### src/rtl/pls_defines.svh
// constants for the pointer literal subtract execution block
`ifndef PLS_DEFINES_SVH
`define PLS_DEFINES_SVH
`define PLS_OPC_HI        8'hE9
`define PLS_SEL_MSB       7
`define PLS_SEL_LSB       6
`define PLS_LIT_MSB       5
`define PLS_LIT_LSB       0
`define PLS_SEL_RETURN    2'h3
`define PLS_PTR_W         12
`define PLS_PC_W          21
`define PLS_NUM_PTR       3
`define PLS_PTR_RESET     12'h000
`define PLS_PC_RESET      21'h000000
`endif

### src/rtl/pls_pkg.sv
// types for the pointer literal subtract execution block
package pls_pkg;
  typedef enum logic [1:0] {
    PLS_OP_NONE   = 2'b00,
    PLS_OP_SUBPTR = 2'b01,
    PLS_OP_SUBRET = 2'b10
  } pls_op_t;
  typedef enum logic [0:0] {
    PLS_ST_EXEC  = 1'b0,
    PLS_ST_FLUSH = 1'b1
  } pls_state_t;
endpackage : pls_pkg

### src/rtl/pls_decode.sv
// opcode decoder for the pointer subtract and subtract-return words
`include "pls_defines.svh"
module pls_decode
  import pls_pkg::*;
(
  input  wire logic [15:0] i_word,
  input  wire logic        i_valid,
  output pls_pkg::pls_op_t o_op,
  output logic [1:0]       o_sel,
  output logic [5:0]       o_lit
);
  always_comb begin
    o_sel = i_word[`PLS_SEL_MSB:`PLS_SEL_LSB];
    o_lit = i_word[`PLS_LIT_MSB:`PLS_LIT_LSB];
    o_op  = PLS_OP_NONE;
    // RQ2 upper byte match
    if (i_valid && i_word[15:8] == `PLS_OPC_HI) begin
      // RQ4 selector 11 means return form
      if (o_sel == `PLS_SEL_RETURN) begin
        o_op = PLS_OP_SUBRET;
      end else begin
        o_op = PLS_OP_SUBPTR;
      end
    end
  end
endmodule : pls_decode

### src/rtl/pls_exec.sv
// execution of pointer literal subtract and subtract-and-return
// Operation
// RQ1 - subtract literal 0..63 from selected pointer
// RQ2 - opcode E9 byte, one word, one cycle
// RQ3 - return form subtracts literal from third pointer
// RQ4 - selector 11 selects the return form
// RQ5 - then load program counter from stack top
// RQ6 - return takes two cycles, second is no-op
// RQ7 - subtraction wraps, no flag raised
`include "pls_defines.svh"
module pls_exec
  import pls_pkg::*;
(
  input  wire logic                   I_CLK,
  input  wire logic                   I_RESET_N,
  input  wire logic [15:0]            I_WORD,
  input  wire logic                   I_WORD_VALID,
  input  wire logic [`PLS_PC_W-1:0]   I_TOP_OF_RETURN_STACK,
  output logic [`PLS_PTR_W-1:0]       O_PTR0,
  output logic [`PLS_PTR_W-1:0]       O_PTR1,
  output logic [`PLS_PTR_W-1:0]       O_PTR2,
  output logic [`PLS_PC_W-1:0]        O_PC,
  output logic                        O_PC_LOAD,
  output logic                        O_POP,
  output logic                        O_FLUSH,
  output logic                        O_DONE
);
  import pls_pkg::*;

  pls_op_t                    op;
  logic [1:0]                 sel;
  logic [5:0]                 lit;
  pls_state_t                 state;
  logic                       accept;
  logic [`PLS_PTR_W-1:0]      ptr [`PLS_NUM_PTR];
  logic [`PLS_PTR_W-1:0]      next_ptr [`PLS_NUM_PTR];

  pls_decode u_dec (
    .i_word  (I_WORD),
    .i_valid (I_WORD_VALID),
    .o_op    (op),
    .o_sel   (sel),
    .o_lit   (lit)
  );

  // words arriving during the refill cycle are discarded, they are stale prefetch
  assign accept = (state == PLS_ST_EXEC);

  genvar g;
  generate
    for (g = 0; g < `PLS_NUM_PTR; g++) begin : g_ptr
      always_comb begin
        next_ptr[g] = ptr[g];
        // the return form has no pointer of its own and always lands on pointer 2
        // the borrow out of the top bit is dropped, so wrapping costs no extra logic
        // RQ1 RQ3 RQ4 RQ7 wrapping subtract
        if (accept && ((op == PLS_OP_SUBPTR && sel == 2'(g)) ||
                       (op == PLS_OP_SUBRET && g == 2))) begin
          next_ptr[g] = ptr[g] - {{(`PLS_PTR_W-6){1'b0}}, lit};
        end
      end
      always_ff @(posedge I_CLK or negedge I_RESET_N) begin
        if (!I_RESET_N) begin
          ptr[g] <= `PLS_PTR_RESET;
        end else begin
          ptr[g] <= next_ptr[g];
        end
      end
    end
  endgenerate

  assign O_PTR0 = ptr[0];
  assign O_PTR1 = ptr[1];
  assign O_PTR2 = ptr[2];

  // one flush state is enough: the refill after a return lasts exactly one cycle
  // RQ6 two cycle sequencing
  always_ff @(posedge I_CLK or negedge I_RESET_N) begin
    if (!I_RESET_N) begin
      state <= PLS_ST_EXEC;
    end else begin
      unique case (state)
        PLS_ST_EXEC: begin
          if (op == PLS_OP_SUBRET) begin
            state <= PLS_ST_FLUSH;
          end
        end
        PLS_ST_FLUSH: begin
          state <= PLS_ST_EXEC;
        end
      endcase
    end
  end

  // O_PC holds between returns; only the load pulse tells the core to take it
  // RQ5 return loads program counter
  always_ff @(posedge I_CLK or negedge I_RESET_N) begin
    if (!I_RESET_N) begin
      O_PC      <= `PLS_PC_RESET;
      O_PC_LOAD <= 1'b0;
      O_POP     <= 1'b0;
    end else begin
      O_PC_LOAD <= accept && op == PLS_OP_SUBRET;
      O_POP     <= accept && op == PLS_OP_SUBRET;
      if (accept && op == PLS_OP_SUBRET) begin
        O_PC <= I_TOP_OF_RETURN_STACK;
      end
    end
  end

  // RQ2 RQ6 completion pulses
  always_ff @(posedge I_CLK or negedge I_RESET_N) begin
    if (!I_RESET_N) begin
      O_FLUSH <= 1'b0;
      O_DONE  <= 1'b0;
    end else begin
      O_FLUSH <= accept && op == PLS_OP_SUBRET;
      O_DONE  <= (accept && op == PLS_OP_SUBPTR) || state == PLS_ST_FLUSH;
    end
  end

  // checks compare against the previous pointer value, so they also catch a subtract in the wrong cycle
  // or on the wrong pointer, except that the pointer 1 check does not look at pointer 2
  property sub_ptr_p;
    @(posedge I_CLK) disable iff (!I_RESET_N)
    (accept && op == PLS_OP_SUBPTR && sel == 2'h0)
      |=> O_PTR0 == $past(O_PTR0) - {6'h00, $past(lit)} &&
          $stable(O_PTR1) && $stable(O_PTR2);
  endproperty
  sub_ptr0_a: assert property (sub_ptr_p) else $error("pointer 0 subtract wrong"); // RQ1

  sub_ptr1_a: assert property (@(posedge I_CLK) disable iff (!I_RESET_N) // RQ7
    (accept && op == PLS_OP_SUBPTR && sel == 2'h1)
      |=> O_PTR1 == $past(O_PTR1) - {6'h00, $past(lit)} && $stable(O_PTR0))
    else $error("pointer 1 subtract wrong");

  sub_ptr2_a: assert property (@(posedge I_CLK) disable iff (!I_RESET_N) // RQ1
    (accept && op == PLS_OP_SUBPTR && sel == 2'h2)
      |=> O_PTR2 == $past(O_PTR2) - {6'h00, $past(lit)} &&
          $stable(O_PTR0) && $stable(O_PTR1))
    else $error("pointer 2 subtract wrong");

  // a wrapped result is always above the old value because the literal is at most 63
  wrap_a: assert property (@(posedge I_CLK) disable iff (!I_RESET_N) // RQ7
    (accept && op == PLS_OP_SUBPTR && sel == 2'h0 && {6'h00, lit} > O_PTR0)
      |=> O_PTR0 > $past(O_PTR0))
    else $error("pointer subtract did not wrap");

  sub_one_a: assert property (@(posedge I_CLK) disable iff (!I_RESET_N) // RQ2
    (accept && op == PLS_OP_SUBPTR) |=> O_DONE && !O_FLUSH && !O_PC_LOAD)
    else $error("pointer subtract not single cycle");

  ret_ptr_a: assert property (@(posedge I_CLK) disable iff (!I_RESET_N) // RQ3
    (accept && op == PLS_OP_SUBRET)
      |=> O_PTR2 == $past(O_PTR2) - {6'h00, $past(lit)} && $stable(O_PTR1))
    else $error("return form pointer update wrong");

  ret_only_a: assert property (@(posedge I_CLK) disable iff (!I_RESET_N) // RQ4
    (accept && op == PLS_OP_SUBRET) |=> $stable(O_PTR0) && $stable(O_PTR1))
    else $error("return form touched pointer 0 or 1");

  ret_sel_a: assert property (@(posedge I_CLK) disable iff (!I_RESET_N) // RQ4
    (I_WORD_VALID && I_WORD[15:8] == 8'hE9 && I_WORD[7:6] == 2'h3) |-> op == PLS_OP_SUBRET)
    else $error("selector 11 not decoded as return");

  ret_pc_a: assert property (@(posedge I_CLK) disable iff (!I_RESET_N) // RQ5
    (accept && op == PLS_OP_SUBRET)
      |=> O_PC_LOAD && O_PC == $past(I_TOP_OF_RETURN_STACK))
    else $error("program counter not loaded from stack top");

  ret_pop_a: assert property (@(posedge I_CLK) disable iff (!I_RESET_N) // RQ5
    (accept && op == PLS_OP_SUBRET) |=> O_POP && O_FLUSH && !O_DONE)
    else $error("return did not pop and flush");

  // the program counter output must not move unless a return is taken
  pc_hold_a: assert property (@(posedge I_CLK) disable iff (!I_RESET_N) // RQ5
    !(accept && op == PLS_OP_SUBRET) |=> $stable(O_PC) && !O_PC_LOAD && !O_POP)
    else $error("program counter moved without return");

  ret_two_a: assert property (@(posedge I_CLK) disable iff (!I_RESET_N) // RQ6
    (accept && op == PLS_OP_SUBRET) |=> !O_DONE ##1 (O_DONE && $stable(O_PTR2)))
    else $error("return not two cycles");

  // the sequencer must fall back on its own, a stuck flush would freeze the core
  ret_state_a: assert property (@(posedge I_CLK) disable iff (!I_RESET_N) // RQ6
    (accept && op == PLS_OP_SUBRET) |=> (state == PLS_ST_FLUSH) ##1 (state == PLS_ST_EXEC))
    else $error("return sequencing wrong");

  // words offered in the refill cycle are stale prefetch and must leave no trace
  refill_ign_a: assert property (@(posedge I_CLK) disable iff (!I_RESET_N) // RQ6
    (state == PLS_ST_FLUSH)
      |=> !O_PC_LOAD && !O_POP && !O_FLUSH &&
          $stable(O_PTR0) && $stable(O_PTR1) && $stable(O_PTR2))
    else $error("word acted on during refill");

  flush_pair_a: assert property (@(posedge I_CLK) disable iff (!I_RESET_N) // RQ6
    O_FLUSH |-> (O_PC_LOAD && O_POP) ##1 (O_DONE && !O_FLUSH))
    else $error("flush not paired with load and done");

  pulse_one_a: assert property (@(posedge I_CLK) disable iff (!I_RESET_N) // RQ6
    O_PC_LOAD |=> !O_PC_LOAD && !O_FLUSH)
    else $error("load pulse longer than one cycle");

  ptr_hold_a: assert property (@(posedge I_CLK) disable iff (!I_RESET_N) // RQ1
    (op == PLS_OP_NONE || !accept)
      |=> $stable(O_PTR0) && $stable(O_PTR1) && $stable(O_PTR2))
    else $error("pointer changed without instruction");

  // any other opcode or a low strobe must look like a plain cycle at the ports
  other_word_a: assert property (@(posedge I_CLK) disable iff (!I_RESET_N) // RQ2
    (state == PLS_ST_EXEC && !(I_WORD_VALID && I_WORD[15:8] == `PLS_OPC_HI))
      |=> !O_DONE && !O_PC_LOAD && !O_FLUSH &&
          $stable(O_PTR0) && $stable(O_PTR1) && $stable(O_PTR2))
    else $error("foreign word changed outputs");

  sub_stay_a: assert property (@(posedge I_CLK) disable iff (!I_RESET_N) // RQ4
    (accept && op == PLS_OP_SUBPTR) |=> state == PLS_ST_EXEC && !O_POP)
    else $error("pointer subtract started a return");

  sub_c: cover property (@(posedge I_CLK) disable iff (!I_RESET_N)
    accept && op == PLS_OP_SUBPTR && sel == 2'h2);
  wrap_c: cover property (@(posedge I_CLK) disable iff (!I_RESET_N)
    accept && op == PLS_OP_SUBPTR && {6'h00, lit} > O_PTR0 && sel == 2'h0);
  ret_c: cover property (@(posedge I_CLK) disable iff (!I_RESET_N)
    (accept && op == PLS_OP_SUBRET) ##2 (accept && op == PLS_OP_SUBRET));
  order_c: cover property (@(posedge I_CLK) disable iff (!I_RESET_N)
    (accept && op == PLS_OP_SUBRET) ##2 (accept && op == PLS_OP_SUBPTR));
endmodule : pls_exec

### config.mk
export PLATFORM = sky130hd
export DESIGN_NAME = pls_exec
export DESIGN_NICKNAME = d
export VERILOG_FILES = /design/src/rtl/pls_pkg.sv /design/src/rtl/pls_decode.sv /design/src/rtl/pls_exec.sv
export VERILOG_INCLUDE_DIRS = /design/src /design/src/rtl
export SDC_FILE = /design/constraint.sdc
export NUM_CORES = 1
export LEC_CHECK = 0
export BUFFER_PORTS_ARGS = -buffer_cell sky130_fd_sc_hd__clkbuf_2
export CAP_MARGIN = 10
export CORE_MARGIN = 10
export CORE_UTILIZATION = 51
export DETAILED_ROUTE_END_ITERATION = 8
export GPL_TIMING_DRIVEN = 0
export HOLD_SLACK_MARGIN = 0.12
export PLACE_DENSITY = 0.8
export SLEW_MARGIN = 10
export SYNTH_ARGS = -nofsm -noshare
export SYNTH_HDL_FRONTEND = slang
export SYNTH_SLANG_ARGS = --single-unit
### constraint.sdc
create_clock -name I_CLK -period 2.4 [get_ports I_CLK]
set_input_delay 0.48 -clock I_CLK [delete_from_list [all_inputs] [get_ports I_CLK]]
set_output_delay 0.48 -clock I_CLK [all_outputs]
set_load 0.01 [all_outputs]
# Word-level counts from Yosys, hierarchy flattened
# Cells that the tools add are included.
[totals] ff_bits=60 output_inout_bits=61 memories=0 latch_bits=0 rom_bits=0 ramBits=0 inputBits=40
[classes] n_eq_ne=6 n_reduce_logical=12 shift=0 n_div=0 order_cmp=0 multipliers=0 mux=4 add_sub_neg=3 bitwise=1
[ops] operator="$sub A12 B6 Y12" count=3
[ops] operator="$logic_and A1 B1 Y1" count=9
[ops] operator="$eq A8 B8 Y1 const B" count=1
[ops] operator="$eq A2 B2 Y1 const B" count=3
[ops] operator="$eq A2 B1 Y1 const B" count=2
[ops] operator="$mux W2" count=2
[ops] operator="$logic_not A2 Y1" count=1
[ops] operator="$logic_or A1 B1 Y1" count=2
[ops] operator="$pmux W1 S2" count=1
[ops] operator="$mux W1" count=1
[ops] operator="$not A1 Y1" count=1

# Longest topological paths before layout
[depth] depth_word=7 mapped_depth=8 ltp_nobuf=8

# Hierarchy
# From an unflattened synthesis, not the netlist that was laid out.
[hier_totals] hier_cells=283 hier_area_um2=3129.3
[by_module_without_submodules] module="pls_exec" n_inst=1 seq_area_each_um2=1476.4 area_per_inst_um2=3011.6 cells_each=269
[by_module_without_submodules] module="pls_decode" n_inst=1 seq_area_each_um2=0.0 area_per_inst_um2=117.6 cells_each=14

# Worst setup path before layout
# No wires, ideal clock.
[synth_timing] path_type="input to register" startpoint="input I_WORD[1]" endpoint="register ptr (netlist bit O_PTR2[7])" path_stages=7 path_buffers=0 t_arrival_ns=1.818 slack_ns=0.503 path_cell_list="inv_1 > ha_1 > nor2b_1 > o31ai_1 > a21oi_1 > nor4_1 > xor2_1"
[synth_via] elab_chain_cells=1
[synth_lines] element="start: declaration" line="pls_exec.sv:16" source="input wire logic [15:0] I_WORD,"
[synth_lines] element="$sub A12 B6 Y12" line="pls_exec.sv:59" source="next_ptr[g] = ptr[g] - {{(`PLS_PTR_W-6){1'b0}}, lit};"
[synth_lines] element="end signal: indexed assignment" line="pls_exec.sv:64" source="ptr[g] <= `PLS_PTR_RESET;"
[synth_lines] element="end signal: indexed assignment" line="pls_exec.sv:66" source="ptr[g] <= next_ptr[g];"
[synth_lines] element="end: declaration" line="pls_exec.sv:35" source="logic [`PLS_PTR_W-1:0] ptr [`PLS_NUM_PTR];"
# No other way between the ends.
# A chain may end at the register's enable or synchronous reset.

# Worst setup path in the final report
# Ends and elaborated chain as after synthesis.

==> impl_metrics.toml <==
[run_status]
status = "finished, final reports clean"

[drt]
drt-vias-per-instance = 5.30
first_pass_iters = 4
drtIter0Drc = 145
antenna_left = 0
wire_per_inst_um = 16.0
drc = 0
totalWireLength_um = 7560
vias = 2496

[grt]
grt.total_usage_pct = 16.1
antenna_found_initial = 0
global_route.overflow_total = 0
grt_pass1_vias = 2617
grt_pass1_wl_um = 12700
grt_max_degree = 60

[sta]
fin_worst_skew_ns = 0.00556
setup_violations = 0
drv_slew = 0
tightest_slew_ns = 0.796
hold_violations = 0
tns_ns = 0
fmax_ghz = 0.482
setup_ws_ns = 0.326
finalCritPeriodShare_pct = 86.4
grt_setup_unrepaired = "false"
period_needed_ns = 2.07
relSlewSlack_pct = 46.9

[cts]
cts_sinks = 59
clock_path_buffers = 2
clock_latency_ns = 0.34
post-cts-setup-buffers = 0
cts_htree_levels = 3
cts_buffers = 9
cts_resized = 0
cts_tree = "yes"
cts-root-buf = "clkbuf_8"
clkSlewWorstSetupHoldPaths_ns = 0.07
postCtsHoldBufs = 0

[synthesis]
synth_fp_nets = 342
synth_top_area_share_pct = 47.9
synth_top_area_cell = "dfrtp_1"
synth_edf_count = 0
yosys-top-cells-area = "dfrtp_1, mux2_2, ha_1, xor2_1, o21ai_0"
synth_compound_area_share_pct = 8.36
syn_area_per_cell_um2 = 11.0
synthXorXnorAreaFrac_pct = 7.38
synth_flop_cell = "dfrtp_1"
synthDistinctLibCells = 40
synth_mux_area_share_pct = 8.03
ys_warn_count = 0
synthesis.area_um2 = 3080
ys_seq_elements = 59
yosysSeqAreaShare_pct = 47.9
synth_async_sr_flop_share_pct = 100
synthSimpleGateAreaFrac_pct = 16.5
synth_top_family_by_area = "simple AND/OR/NAND/NOR gates"
synth-adder-area-share_pct = 9.25
synth_cells = 281

[run]
drv_cap = 0

[die]
io_pins = 101
die_w_um = 97.8
rows = 28
die_area_um2 = 9560
core-area_um2 = 5890
start_util_pct = 52.4
die_h_um = 97.8

[worst_setup_path]
critical_path.slowest_cell = "o31ai_1"
critPathMaxFanout = 4
cp_slowest_stage_delay_ns = 0.38
r2r.worst_path.cells = 6
path_class = "in -> reg"
path_cells = "clkbuf_2, inv_1, ha_1, nor2b_1, o31ai_1, a21oi_1, nor4_1, xor2_1"
required_ns = 2.66
endpoint_kind = "flip-flop"
critPathArrivalTime_ns = 2.33
cp-start-kind = "primary input"

[power]
intPower_uw = 1710
p_sw_uw = 522
peakVddDrop_uv = 322
switching_share_pct = 23.4
power_density_nw_per_um2 = 573
power_frac_seq_pct = 46.4
p_comb_share_pct = 9.4
pwr-share-clk_pct = 44.1
leakagePower_uw = 0.00218

[layout]
insertedDiodeCount = 0
drive_above_1_share_pct = 37.4
finalNetCount = 453
seqCellArea_um2 = 1480
fill_cells = 464
area_delta_synth_final_pct = 26.3
multi_input_area_um2 = 1530

[placement]
hpwl_um = 5940
dpl_worst_slack_ns = 0.00517
portBuffers = 100
gp_congestion = 0.871

[min_path]
hp-class = "in -> async"
cell families after synthesis:
kind of cell	count (synthesis)
adders and majority gates	21
xor gates and xnor gates	26
buffers and inverters	19
AOI/OAI and AO/OA	43
and+or+nand+nor	91
muxes	22
DFF	59
per-stage QoR:
step                util, %  hold slack (ns)  power (µW)  cells  cell area, µm²
floorplan                 -            0.184        1160    281            3080
global placement       62.5            0.458        1260    456            3680
detailed placement     62.5            0.459        1270    456            3680
CTS                    66.2            0.282        2250    471            3900
global route           66.2            0.316        2320    471            3900
finish                 66.2            0.236        2230    471            3900
path summary, 6_finish.rpt:
| path | endpoint | from | slack (ns) |
|---|---|---|---|
| max | O_PTR2[7]$_DFFE_PN0P_ | I_WORD[1] | 0.33 |
| min | O_PTR0[1]$_DFFE_PN0P_ | I_RESET_N | 0.24 |
| max reg2reg | O_PTR2[7]$_DFFE_PN0P_ | O_PTR2[1]$_DFFE_PN0P_ | 0.39 |
| min reg2reg | O_PTR2[11]$_DFFE_PN0P_ | O_PTR2[11]$_DFFE_PN0P_ | 0.47 |
| max in group asynchronous | O_PC[14]$_DFFE_PN0P_ | I_RESET_N | 1.62 |
| min in group I_CLK | O_PC[9]$_DFFE_PN0P_ | I_TOP_OF_RETURN_STACK[9] | 0.37 |
sequential cells by signal, summed over array words and instances (netlist names):
signal  flops
O_DONE      1
O_PC       21
O_POP       1
O_PTR0     12
O_PTR1     12
O_PTR2     12
final cells by class:
class | instances | share of cell area (%)
sequential | 59 | 37.9
timing repair buffer | 100 | 12.9
inverter | 12 | 1.16
multi-input combinational | 203 | 39.2
tap | 75 | 2.41
buffer | 7 | 0.931
clock inverter | 5 | 1.99
clock buffer | 10 | 3.53
power groups by stage:
stage,Sequential (µW),Clock (µW),Combinational (µW)
after floorplan,1060,0,98.6
after global placement,1050,0,204
after detailed placement,1050,0,213
after CTS,1040,1000,215
after global routing,1040,1040,240
final,1040,986,211
critical path, delay by kind of cell:
| family | cells | cell delay (ns) |
|---|---|---|
| compound gates | 2 | 0.61 |
| xor+xnor | 1 | 0.17 |
| fa+ha+maj | 1 | 0.29 |
| buf+inv | 2 | 0.30 |
| simple gates | 2 | 0.48 |
routing by layer:
metal  vias up  wire, µm  track usage, %
met5         -         0               0
met4         0       146            7.61
met3        14       492            4.44
met2        69      3890            28.0
met1      1197      3030            17.8
li1       1216         -               -
cell usage in the layout (no fill, tap or decap), types with 7 or more instances in the layout:
| cell | count |
|---|---|
| ha_1 | 18 |
| inv_1 | 12 |
| nor3_1 | 9 |
| clkbuf_2 | 99 |
| dfrtp_1 | 59 |
| nand3_1 | 7 |
| nor2_1 | 13 |
| mux2_2 | 22 |
| xor2_1 | 20 |
| nand2_1 | 27 |
| o21ai_0 | 21 |
| clkbuf_8 | 10 |
synth_stat cells (7+ instances only):
| cell | instances |
|---|---|
| xor2_1 | 20 |
| o21ai_0 | 21 |
| nand3_1 | 7 |
| inv_1 | 12 |
| ha_1 | 18 |
| mux2_2 | 22 |
| dfrtp_1 | 59 |
| nor2_1 | 13 |
| nor3_1 | 9 |
| nand2_1 | 27 |
Power figures use the tool's default switching activity.
